<file path="config.mk">
export PLATFORM = sky130hd
export DESIGN_NAME = crbsm_ctrl
export DESIGN_NICKNAME = d
export VERILOG_FILES = /design/src/crbsm_pkg.sv /design/src/crbsm_timer.sv /design/src/crbsm_rdseq.sv /design/src/crbsm_ctrl.sv
export SDC_FILE = /design/constraint.sdc
export NUM_CORES = 1
export LEC_CHECK = 0
export ABC_AREA = 1
export BUFFER_PORTS_ARGS = -buffer_cell sky130_fd_sc_hd__buf_4
export CAP_MARGIN = 25
export CORE_ASPECT_RATIO = 1.1
export CORE_MARGIN = 1.5
export CORE_UTILIZATION = 45
export CTS_CLUSTER_SIZE = 16
export DETAILED_ROUTE_END_ITERATION = 10
export SETUP_SLACK_MARGIN = 0.05
export SLEW_MARGIN = 25
export SYNTH_ARGS = -nofsm -noshare
export SYNTH_HDL_FRONTEND = slang
export SYNTH_SLANG_ARGS = --single-unit
</file>
<file path="constraint.sdc">
create_clock -name clk_sys_i -period 3.8 [get_ports clk_sys_i]
set_clock_uncertainty 0.2 [all_clocks]
set_input_delay 0.57 -clock clk_sys_i [delete_from_list [all_inputs] [get_ports clk_sys_i]]
set_output_delay 0.57 -clock clk_sys_i [all_outputs]
set_load 0.1 [all_outputs]
</file>
<file path="src/crbsm_pkg.sv">
// Package of constants, states and carrier types for the command buffer state machine
package crbsm_pkg;

    // Register byte offsets on the plain register port
    localparam logic [7:0] OFF_REQ = 8'h00;       // Request register: command-ready, go-idle
    localparam logic [7:0] OFF_STS = 8'h04;       // Status register: fatal error, idle
    localparam logic [7:0] OFF_CANCEL = 8'h08;    // Cancel request register
    localparam logic [7:0] OFF_START = 8'h0C;     // Start request register
    localparam logic [7:0] OFF_CAP = 8'h10;       // Interface capability register
    localparam logic [7:0] OFF_STATE = 8'h14;     // Current state code, read only

    // Buffer window: upper half of the address space, one word per slot
    localparam int BUF_SEL_BIT = 7;               // Address bit that selects the buffer
    localparam int BUF_IDX_LSB = 2;               // Lowest word index bit
    localparam int BUF_IDX_MSB = 6;               // Highest word index bit
    localparam int BUF_WORDS = 32;                // Buffer depth in words
    localparam logic [4:0] BUF_BASE = 5'h00;      // Base word index of the buffer

    // Field positions
    localparam int REQ_CR_BIT = 0;                // Command-ready request
    localparam int REQ_GI_BIT = 1;                // Go-idle request
    localparam int STS_FATAL_BIT = 0;             // Fatal error status
    localparam int STS_IDLE_BIT = 1;              // Idle indication
    localparam int CTL_BIT = 0;                   // Start, cancel and bypass bit

    // Reset values
    localparam logic CAP_BYPASS_RST = 1'b0;       // Idle bypass off after reset
    localparam logic FATAL_VALUE = 1'b0;          // No fatal error source in this block

    // Response codes written into word zero when a command ends
    localparam logic [31:0] RC_SUCCESS = 32'h0000_0000;
    localparam logic [31:0] RC_CANCELLED = 32'h0000_0001;

    // Timing
    localparam int CLK_NS = 25;                   // 40 MHz system clock
    localparam int INIT_NS = 1000;                // Init phase length
    localparam int EXEC_NS = 2000;                // Command processing time
    localparam int TMR_W = 12;                    // Timer counter width
    localparam logic [TMR_W-1:0] INIT_CYC = TMR_W'((INIT_NS + CLK_NS - 1) / CLK_NS);
    localparam logic [TMR_W-1:0] EXEC_CYC = TMR_W'((EXEC_NS + CLK_NS - 1) / CLK_NS);

    // Interface states
    typedef enum logic [2:0] {
        ST_INIT,
        ST_IDLE,
        ST_READY,
        ST_RECEPTION,
        ST_EXECUTION,
        ST_COMPLETION
    } crbsm_state_e;

    // One register port request
    typedef struct packed {
        logic wr;                                 // Write strobe
        logic rd;                                 // Read strobe
        logic [7:0] addr;                         // Byte address
        logic [31:0] wdata;                       // Write data
    } crbsm_req_s;

endpackage : crbsm_pkg

</file>
<file path="src/crbsm_timer.sv">
// Countdown timer with start, abort and a one-cycle done pulse
module crbsm_timer #(
    parameter int unsigned W = 12,
    parameter logic [W-1:0] LOAD = '0,
    parameter bit AUTO = 1'b0
) (
    // Clock and reset
    input wire logic clk_sys_i,
    input wire logic rst_i,
    // Control
    input wire logic start_i,
    input wire logic abort_i,
    // Status
    output logic busy_o,
    output logic done_o
);
    logic [W-1:0] cnt_q;     // Cycles left
    logic busy_q;            // Running
    logic done_q;            // Expiry pulse

    // Count down; an auto timer starts running straight out of reset
    always_ff @(posedge clk_sys_i or posedge rst_i) begin
        if (rst_i) begin
            cnt_q <= AUTO ? LOAD : '0;
            busy_q <= AUTO;
            done_q <= 1'b0;
        end else begin
            done_q <= 1'b0;
            if (start_i) begin
                cnt_q <= LOAD;
                busy_q <= 1'b1;
            end else if (busy_q) begin
                // Abort ends the run at once, so a cancel never waits out the count
                if (abort_i || cnt_q == '0) begin
                    busy_q <= 1'b0;
                    done_q <= 1'b1;
                end else begin
                    cnt_q <= cnt_q - W'(1);
                end
            end
        end
    end

    assign busy_o = busy_q;
    assign done_o = done_q;
endmodule : crbsm_timer

</file>
<file path="src/crbsm_rdseq.sv">
// Tracker of sequential response reads, restarting at the base word
module crbsm_rdseq (
    // Clock and reset
    input wire logic clk_sys_i,
    input wire logic rst_i,
    // Control
    input wire logic clear_i,
    input wire logic rd_i,
    input wire logic [4:0] idx_i,
    // Verdict
    output logic ok_o
);
    import crbsm_pkg::*;

    logic [4:0] exp_q;       // Next expected word index

    // A read is in order at the base or at the expected word
    assign ok_o = (idx_i == BUF_BASE) || (idx_i == exp_q);

    // Advance on every accepted read; a base read restarts the count
    always_ff @(posedge clk_sys_i or posedge rst_i) begin
        if (rst_i) begin
            exp_q <= BUF_BASE;
        end else if (clear_i) begin
            exp_q <= BUF_BASE;
        end else if (rd_i && ok_o) begin
            exp_q <= idx_i + 5'h01;
        end
    end
endmodule : crbsm_rdseq

</file>
<file path="src/crbsm_ctrl.sv">
// Command/response buffer interface state machine with register port and buffer
//
// Operation
// - Ready plus go-idle goes to Idle
// - Buffer write in Ready starts Reception
// - Start in Ready is ignored
// - Cancel in Ready is ignored
// - Buffer reads in Ready are ignored
// - Start in Reception begins Execution
// - Cancel and reads ignored in Reception
// - Command-ready in Reception returns to Ready
// - Go-idle in Reception abandons command
// - Repeated start ignored, start stays set
// - Requests ignored during Execution
// - Processing end clears start, enters Completion
// - Cancel in Execution leads to Completion
// - Buffer accesses ignored in Execution
// - Command-ready in Completion needs idle bypass
// - Bypass write in Completion starts Reception
// - Go-idle in Completion invalidates, goes Idle
// - Start and cancel ignored in Completion
// - Sequential reads return held response
// - Out-of-order reads ignored in Completion
// - Base address read restarts response
// - Init reaches Idle within the limit
// - Command-ready in Idle goes to Ready
// - Buffer accesses ignored in Idle
//
// The placing of the registers and the address-and-strobe port were decided locally.
module crbsm_ctrl (
    // Clock and reset
    input wire logic clk_sys_i,
    input wire logic rst_i,
    // Register port
    input wire crbsm_pkg::crbsm_req_s req_i,
    output logic [31:0] rd_data_o,
    // Status pins
    output logic idle_indication_o,
    output logic start_request_o
);
    import crbsm_pkg::*;

    // Bounds used by the checks below
    localparam int INIT_BOUND = 60;           // Cycles allowed from reset to Idle
    localparam int CANCEL_BOUND = 3;          // Cycles allowed from cancel to Completion

    crbsm_state_e state_q;                    // Current state
    crbsm_state_e state_d;                    // Next state
    logic idle_q;                             // Idle indication
    logic start_q;                            // Start request field
    logic cancel_q;                           // Cancel request field
    logic bypass_q;                           // Idle bypass capability
    logic buf_valid_q;                        // Buffer holds a response
    logic [31:0] rd_data_q;                   // Registered read data
    logic [31:0] buf_q [BUF_WORDS];           // Command and response words

    // Decoded accesses
    logic wr_req;                             // Write to the request register
    logic cr_w;                               // Command-ready written as one
    logic gi_w;                               // Go-idle written as one
    logic st_w;                               // Start written as one
    logic cc_w;                               // Cancel written as one
    logic buf_wr;                             // Write into the buffer window
    logic buf_rd;                             // Read from the buffer window
    logic [4:0] buf_idx;                      // Buffer word index
    logic buf_wr_ok;                          // Buffer write accepted
    logic seq_ok;                             // Read is in sequence
    logic resp_rd;                            // Response read accepted

    // Engine handshakes
    logic init_busy;                          // Init phase still running
    logic init_done;                          // Init phase finished
    logic exe_busy;                           // Command processing running
    logic exe_done;                           // Command processing ended
    logic exe_go;                             // Launch command processing

    // Address and strobe decode
    assign wr_req = req_i.wr && req_i.addr == OFF_REQ;
    assign cr_w = wr_req && req_i.wdata[REQ_CR_BIT];
    assign gi_w = wr_req && req_i.wdata[REQ_GI_BIT];
    assign st_w = req_i.wr && req_i.addr == OFF_START && req_i.wdata[CTL_BIT];
    assign cc_w = req_i.wr && req_i.addr == OFF_CANCEL && req_i.wdata[CTL_BIT];
    assign buf_wr = req_i.wr && req_i.addr[BUF_SEL_BIT];
    assign buf_rd = req_i.rd && req_i.addr[BUF_SEL_BIT];
    assign buf_idx = req_i.addr[BUF_IDX_MSB:BUF_IDX_LSB];

    // Buffer writes land only while a command may be composed
    assign buf_wr_ok = buf_wr && (state_q == ST_READY || state_q == ST_RECEPTION ||
                                  (state_q == ST_COMPLETION && bypass_q));

    // Reads answer only in Completion, with a valid response and in order
    assign resp_rd = buf_rd && state_q == ST_COMPLETION && buf_valid_q && seq_ok;

    // Launch processing on the move into Execution
    assign exe_go = state_q == ST_RECEPTION && state_d == ST_EXECUTION;

    // Init phase timer, running from reset
    crbsm_timer #(
        .W(TMR_W),
        .LOAD(INIT_CYC),
        .AUTO(1'b1)
    ) u_init_tmr (
        .clk_sys_i(clk_sys_i),
        .rst_i(rst_i),
        .start_i(1'b0),
        .abort_i(1'b0),
        .busy_o(init_busy),
        .done_o(init_done)
    );

    // Command processing timer; cancel cuts it short
    crbsm_timer #(
        .W(TMR_W),
        .LOAD(EXEC_CYC),
        .AUTO(1'b0)
    ) u_exec_tmr (
        .clk_sys_i(clk_sys_i),
        .rst_i(rst_i),
        .start_i(exe_go),
        .abort_i(cc_w && state_q == ST_EXECUTION),
        .busy_o(exe_busy),
        .done_o(exe_done)
    );

    // Response read order tracker, cleared whenever a response is posted
    crbsm_rdseq u_rdseq (
        .clk_sys_i(clk_sys_i),
        .rst_i(rst_i),
        .clear_i(exe_done),
        .rd_i(resp_rd),
        .idx_i(buf_idx),
        .ok_o(seq_ok)
    );

    // Next state; go-idle takes priority where two requests share a write
    always_comb begin
        state_d = state_q;
        unique case (state_q)
            ST_INIT: begin
                // Wait out the init phase
                if (init_done) begin
                    state_d = ST_IDLE;
                end
            end
            ST_IDLE: begin
                // Buffer traffic has no effect here
                if (cr_w && !gi_w) begin
                    state_d = ST_READY;
                end
            end
            ST_READY: begin
                // Start, cancel and reads leave the state alone
                if (gi_w) begin
                    state_d = ST_IDLE;
                end else if (buf_wr) begin
                    state_d = ST_RECEPTION;
                end
            end
            ST_RECEPTION: begin
                // Further buffer writes simply add command data
                if (gi_w) begin
                    state_d = ST_IDLE;
                end else if (cr_w) begin
                    state_d = ST_READY;
                end else if (st_w) begin
                    state_d = ST_EXECUTION;
                end
            end
            ST_EXECUTION: begin
                // Only the end of processing moves on
                if (exe_done) begin
                    state_d = ST_COMPLETION;
                end
            end
            ST_COMPLETION: begin
                // Without bypass, only go-idle leaves
                if (gi_w) begin
                    state_d = ST_IDLE;
                end else if (cr_w && bypass_q) begin
                    state_d = ST_READY;
                end else if (buf_wr && bypass_q) begin
                    state_d = ST_RECEPTION;
                end
            end
            default: begin
                // An illegal code recovers through Idle
                state_d = ST_IDLE;
            end
        endcase
    end

    // State register
    always_ff @(posedge clk_sys_i or posedge rst_i) begin
        if (rst_i) begin
            state_q <= ST_INIT;
        end else begin
            state_q <= state_d;
        end
    end

    // Idle and start follow the next state, so they change with the state itself
    always_ff @(posedge clk_sys_i or posedge rst_i) begin
        if (rst_i) begin
            idle_q <= 1'b0;
            start_q <= 1'b0;
        end else begin
            idle_q <= state_d == ST_IDLE;
            start_q <= state_d == ST_EXECUTION;
        end
    end

    // Cancel field holds only while a command executes
    always_ff @(posedge clk_sys_i or posedge rst_i) begin
        if (rst_i) begin
            cancel_q <= 1'b0;
        end else if (state_d != ST_EXECUTION) begin
            cancel_q <= 1'b0;
        end else if (cc_w) begin
            cancel_q <= 1'b1;
        end
    end

    // Capability register, written by software
    always_ff @(posedge clk_sys_i or posedge rst_i) begin
        if (rst_i) begin
            bypass_q <= CAP_BYPASS_RST;
        end else if (req_i.wr && req_i.addr == OFF_CAP) begin
            bypass_q <= req_i.wdata[CTL_BIT];
        end
    end

    // Response validity; go-idle or a new command throws the response away
    always_ff @(posedge clk_sys_i or posedge rst_i) begin
        if (rst_i) begin
            buf_valid_q <= 1'b0;
        end else if (exe_done) begin
            buf_valid_q <= 1'b1;
        end else if (state_q == ST_COMPLETION && state_d != ST_COMPLETION) begin
            buf_valid_q <= 1'b0;
        end
    end

    // Buffer store; processing end overwrites word zero with the result code.
    // The array has no reset, which keeps it in plain memory cells.
    always_ff @(posedge clk_sys_i) begin
        if (exe_done) begin
            buf_q[BUF_BASE] <= cancel_q ? RC_CANCELLED : RC_SUCCESS;
        end else if (buf_wr_ok) begin
            buf_q[buf_idx] <= req_i.wdata;
        end
    end

    // Read data, valid only in the cycle after the read strobe
    always_ff @(posedge clk_sys_i or posedge rst_i) begin
        if (rst_i) begin
            rd_data_q <= 32'h0000_0000;
        end else if (!req_i.rd) begin
            rd_data_q <= 32'h0000_0000;
        end else if (req_i.addr[BUF_SEL_BIT]) begin
            // Response stays in the buffer after reading
            rd_data_q <= resp_rd ? buf_q[buf_idx] : 32'h0000_0000;
        end else begin
            unique case (req_i.addr)
                OFF_STS: rd_data_q <= 32'({idle_q, FATAL_VALUE});
                OFF_CANCEL: rd_data_q <= 32'(cancel_q);
                OFF_START: rd_data_q <= 32'(start_q);
                OFF_CAP: rd_data_q <= 32'(bypass_q);
                OFF_STATE: rd_data_q <= 32'(state_q);
                // Request register and holes read as zero
                default: rd_data_q <= 32'h0000_0000;
            endcase
        end
    end

    assign rd_data_o = rd_data_q;
    assign idle_indication_o = idle_q;
    assign start_request_o = start_q;

    // Checks
    AST_READY_GO_IDLE_REQUEST: assert property (@(posedge clk_sys_i) disable iff (rst_i)
        state_q == ST_READY && gi_w |=> state_q == ST_IDLE && idle_indication_o)
        else $error("Go-idle in Ready did not reach Idle");

    AST_READY_RECV: assert property (@(posedge clk_sys_i) disable iff (rst_i)
        state_q == ST_READY && buf_wr |-> buf_wr_ok ##1 state_q == ST_RECEPTION && !idle_indication_o)
        else $error("Buffer write in Ready did not start Reception");

    AST_READY_HOLD: assert property (@(posedge clk_sys_i) disable iff (rst_i)
        state_q == ST_READY && (st_w || cc_w || buf_rd) |=> state_q == ST_READY && !start_request_o)
        else $error("Ready left on an ignored request");

    AST_RECV_START: assert property (@(posedge clk_sys_i) disable iff (rst_i)
        state_q == ST_RECEPTION && st_w |=> start_request_o [*2])
        else $error("Start in Reception did not hold start");

    AST_RECV_READY: assert property (@(posedge clk_sys_i) disable iff (rst_i)
        state_q == ST_RECEPTION && cr_w && !gi_w |=> state_q == ST_READY)
        else $error("Command-ready in Reception did not return to Ready");

    AST_RECV_ABORT: assert property (@(posedge clk_sys_i) disable iff (rst_i)
        state_q == ST_RECEPTION && gi_w |=> idle_indication_o && !start_request_o)
        else $error("Go-idle in Reception did not abort");

    AST_EXEC_STAY: assert property (@(posedge clk_sys_i) disable iff (rst_i)
        state_q == ST_EXECUTION && wr_req && !exe_done |=> state_q == ST_EXECUTION)
        else $error("Request left Execution");

    AST_EXEC_END: assert property (@(posedge clk_sys_i) disable iff (rst_i)
        exe_done |=> state_q == ST_COMPLETION && !start_request_o && !cancel_q)
        else $error("Processing end did not clear start");

    AST_CANCEL: assert property (@(posedge clk_sys_i) disable iff (rst_i)
        state_q == ST_EXECUTION && cc_w |-> ##[1:CANCEL_BOUND] state_q == ST_COMPLETION)
        else $error("Cancel did not reach Completion in time");

    AST_NO_BYPASS: assert property (@(posedge clk_sys_i) disable iff (rst_i)
        state_q == ST_COMPLETION && cr_w && !gi_w && !bypass_q |=> state_q == ST_COMPLETION)
        else $error("Command-ready without bypass left Completion");

    AST_RECV_DATA: assert property (@(posedge clk_sys_i) disable iff (rst_i)
        state_q == ST_RECEPTION && buf_wr |-> buf_wr_ok ##1 state_q == ST_RECEPTION)
        else $error("Buffer write in Reception was not taken as command data");

    AST_EXEC_BUF: assert property (@(posedge clk_sys_i) disable iff (rst_i)
        state_q == ST_EXECUTION && !exe_done && (buf_wr || buf_rd) |->
        !buf_wr_ok && !resp_rd ##1 state_q == ST_EXECUTION && rd_data_o == 32'h0000_0000)
        else $error("Buffer access during Execution was not ignored");

    AST_COMP_HOLD: assert property (@(posedge clk_sys_i) disable iff (rst_i)
        state_q == ST_COMPLETION && (st_w || cc_w) |=> state_q == ST_COMPLETION && !start_request_o && !cancel_q)
        else $error("Start or cancel left Completion");

    AST_COMP_GO_IDLE_REQUEST: assert property (@(posedge clk_sys_i) disable iff (rst_i)
        state_q == ST_COMPLETION && gi_w |=> state_q == ST_IDLE && idle_indication_o && !buf_valid_q)
        else $error("Go-idle in Completion did not invalidate and reach Idle");

    AST_BASE_REREAD: assert property (@(posedge clk_sys_i) disable iff (rst_i)
        state_q == ST_COMPLETION && buf_rd && buf_idx == BUF_BASE |=>
        rd_data_o == $past(buf_q[BUF_BASE]))
        else $error("Base read did not return the first word");

    AST_INIT_IDLE: assert property (@(posedge clk_sys_i) disable iff (rst_i)
        state_q == ST_INIT |-> ##[0:INIT_BOUND] idle_indication_o)
        else $error("Init did not reach Idle in time");

    AST_IDLE_ONLY: assert property (@(posedge clk_sys_i) disable iff (rst_i)
        (idle_indication_o == (state_q == ST_IDLE)) && (start_request_o == (state_q == ST_EXECUTION)))
        else $error("Idle or start disagrees with state");
endmodule : crbsm_ctrl

</file>
==> summary by stage <==
Worst setup path
By startpoint and endpoint, the worst setup path is classified as in -> reg. The maximum fanout along the worst path is 18. The worst stage delay on the critical path is roughly 530 ps.

The library cell appearing most often on the critical path is buf_4. The signal arrival time at the worst endpoint is about 3300 ps. Among all stages on the critical path, the largest delay is contributed by dlygate4sd3_1. At the worst endpoint, the required time is 3990 ps. STA classifies the critical path startpoint as an input port. The worst setup path is captured at a register. Traced cell by cell, the critical path runs through dlygate4sd3_1 -> buf_4 -> nand3_1 -> o22ai_2 -> nand2_2 -> nor2_1 -> nand2_1 -> buf_4 -> nor2_4 -> buf_4.

STA
The summed negative setup slack over all endpoints is 0 ps. Setup repair after global routing left no endpoint under its margin. The max-slew violation count came to 0.

The final critical-path share of the clock period is 82.56%. At the pin with the least slew margin, the transition time is slightly below 1000 ps. The final-report hold violation count is 0. The setup violation total in the final timing report is 0. Based on the critical path, the design can be clocked at up to 318.8 MHz. The worst slew margin relative to its limit is 35.09%. The final period demand of the worst path is around 3100 ps.

Route
The routed wire length is between 100,000 and 150,000 um. The DRC violation count after routing is 0. The remaining antenna violation count after routing is 0. Dividing the detail-routed wire length by the instance count gives 24.24 um. The total vias in the final route is roughly 28k. The violation count after the first detailed-route iteration is approximately 2.8k. The count of TritonRoute iterations in the first routing pass is 6. The via-per-instance ratio is 5.667.

Synth
A synthesized cell averages about 13 sq um. After synthesis, the largest area contributor takes up 70.61% of total cell area. The async set-or-reset flop fraction in the synthesized netlist is 6.655%. The register area share after synthesis is around 75%. Sorting the synthesized cells by area gives the leading types as edfxtp_1, nand2_1, nand3_1. The cell accounting for the most synthesized area is edfxtp_1. The net count of the mapped netlist is about 3.4k. The most instantiated library cell after synthesis is edfxtp_1. The cell count after synthesis is around 3.4k. In the synthesized netlist, the cells that appear most often are edfxtp_1, nand2_1, nand3_1. The synthesized netlist occupies a cell area of between 40,000 and 50,000 sq um.

The synthesized design contains 1,024 enable-type register cells. In this run, synthesis produced a sequential element count of 1,097. The netlist uses 44 different library cells. The total number of yosys warnings is 0. The predominant post-synthesis flop cell is edfxtp_1.

Layout
The area growth from synthesis to layout is 14.85%. The number of antenna diodes in the final layout is 0. The final core utilization is 52.16%.

The count of nets after finishing is 3,583. The fraction of final layout cells sized beyond drive strength 1 is between 10 and 15%.

Clocking
The clock-pin slew on the worst setup and hold paths is 60 ps. Buffers inserted during clock tree synthesis total between 100 and 150. The CTS tree is built. The count of clock tree sinks is 1,097. In this run the number of H-tree levels came out at 3.

The buffer count from post-CTS setup fixing is 0. Clock latency on the worst-skew pair, taken at its later pin, is ~700 ps. CTS placed an instance of clkbuf_16 at the clock tree root. The clock passes through at most 3 buffers.

Outcome
The flow ran to the end, and the final reports show no timing, DRC or antenna violations.

Power and ir drop
The power share of the sequential group is 52.3%. Of the total power, the clock network draws 43.1%. The share of total power consumed by net switching is between 20 and 25%. The share of power burned in combinational logic is 4.6%. Summed over all nets, the switching power comes to 5.468 mW. The internal power of the cells is 19.49 mW. The analysis attributes to cell leakage a power of 19.41 nW.

The power density over the cells is 498.9 nW/um^2. IR analysis of the VDD net gives a maximum drop of 435.9 uV.

Global route
The via count of the first global-routing pass is roughly 27k. For this run the aggregate overflow at the end of global routing stands at 0. The overall fraction of global-route tracks in use is roughly 24%. The largest net degree at the start of global routing is approximately 130. The number of antenna violations at the first check in global routing is 1. The first global-routing pass estimated 176,800 um of wire.

Floorplan
Row generation in the floorplan step produced 119 rows. The initial core utilization is 45.41%. The core region area is 95,890 sq um. The die is ~330 um tall. For this design the top-level I/O count stands at 78.

The total die area is 98,650 sq um. The die width is 299.6 um.

Run
The tool flagged a number of max-cap violations equal to 0.

Place
In this run the tool buffered the top-level ports with 77 buffer cells. The final weighted congestion of routability-driven global placement is 0.8154. After legalization and detailed placement, the total HPWL measured 66,310 um.

Worst hold path
The worst hold-check path type is in -> reg.
## routing by layer
metal  GRT usage [%]  vias up  part of all wire [%]
li1                -    12520                     -
met1           34.19    14030                    43
met2           38.97     1047                    47
met3           4.102      167                   7.3
met4           6.621        0                   2.1
met5               0        -                     0
## cell type report
| type | count | area (sq um) |
|---|---|---|
| well taps | 1270 | 1589 |
| fillers | 8255 | 45870 |
| inverters | 117 | 451.7 |
| flip-flops and latches | 1097 | 32580 |
| multi-input cells | 1987 | 9818 |
| repair buffers | 219 | 1962 |
| clock inverters | 49 | 465.4 |
| clock buffers | 159 | 3148 |
## path summary, 6_finish.rpt
path,start,endpoint,slack (ps),depth (start not counted)
min in group asynchronous,rst_i,idle_indication_o,320,3
max in group asynchronous,rst_i,u_init_tmr.cnt_q[3],2230,4
setup / recovery,req_i[39],buf_q[23][24],660,10
hold reg to reg,u_init_tmr.cnt_q[1],u_init_tmr.cnt_q[1],290,2
hold / removal,req_i[1],state_q[1],70,4
setup reg to reg,state_q[2],buf_q[23][24],690,9
## critical path: cells and delay by family
kind / cells / cell delay, ps
buffers and inverters: 4 / 1350
AND/OR/NAND/NOR: 5 / 1090
AO/OA/AOI/OAI: 1 / 290
## stage by stage
step	worst slack [ps]	hold WS (ps)	cell area [sq um]	total power, mW	std cells
2_1_floorplan	276.5	241.5	43550	14.05	3395
3_3_place_gp	629.4	273.5	46340	14.44	4684
3_5_place_dp	575.2	279.1	46340	14.44	4684
4_1_cts	718.8	23.21	50010	25.12	4898
5_1_grt	560.6	71.95	50010	25.64	4898
6_report	662.8	67.06	50010	24.95	4898
## state kept, by name, indices dropped and copies added (netlist names)
name               cells
buf_q               1024
rd_data_o             32
u_exec_tmr.cnt_q      12
u_init_tmr.cnt_q      12
u_rdseq.exp_q          5
state_q                3
buf_valid_q            1
bypass_q               1
cancel_q               1
idle_indication_o      1
start_request_o        1
u_exec_tmr.busy_o      1
u_exec_tmr.done_o      1
u_init_tmr.busy_o      1
u_init_tmr.done_o      1
## placed cells by master (no fill, tap or decap), types with 18 or more instances in the layout
cell / netlist / final
edfxtp_1: 1024 / 1024
nand2_1: 825 / 825
nand3_1: 415 / 415
nor2_1: 341 / 298
buf_4: 23 / 188
o211ai_1: 127 / 127
o221ai_1: 116 / 116
clkbuf_16: 0 / 111
inv_1: 106 / 104
dfrtp_1: 70 / 70
a21oi_1: 44 / 43
nor2_4: 3 / 36
clkbuf_1: 34 / 29
buf_12: 0 / 23
o21ai_0: 20 / 19
clkbuf_8: 0 / 19
nor2_2: 8 / 18
## cell families (layout without fill, tap and decap cells)
logic type | after synthesis | count (layout) | synth area share (%)
DFF | 1097 | 1097 | 74.82
buffers and inverters | 311 | 544 | 3.321
AOI/OAI and AO/OA | 328 | 328 | 5.603
adders and majority gates | 6 | 6 | 0.1724
xor gates and xnor gates | 18 | 18 | 0.3620
and+or+nand+nor | 1635 | 1635 | 15.73
## power by group through the flow
stage | Sequential, mW | Clock, mW | Combinational, mW
floorplan | 13.3 | 0 | 0.706
global placement | 13.3 | 0 | 1.14
detailed placement | 13.3 | 0 | 1.14
CTS | 13.0 | 10.9 | 1.15
global route | 13.0 | 11.3 | 1.25
finish | 13.0 | 10.8 | 1.15
## timing repair
item                                   CTS  global route
endpoints found under the hold margin   30             0
hold buffers                             6             0
gates resized for setup                  0             0
Power figures use the tool's default switching activity.
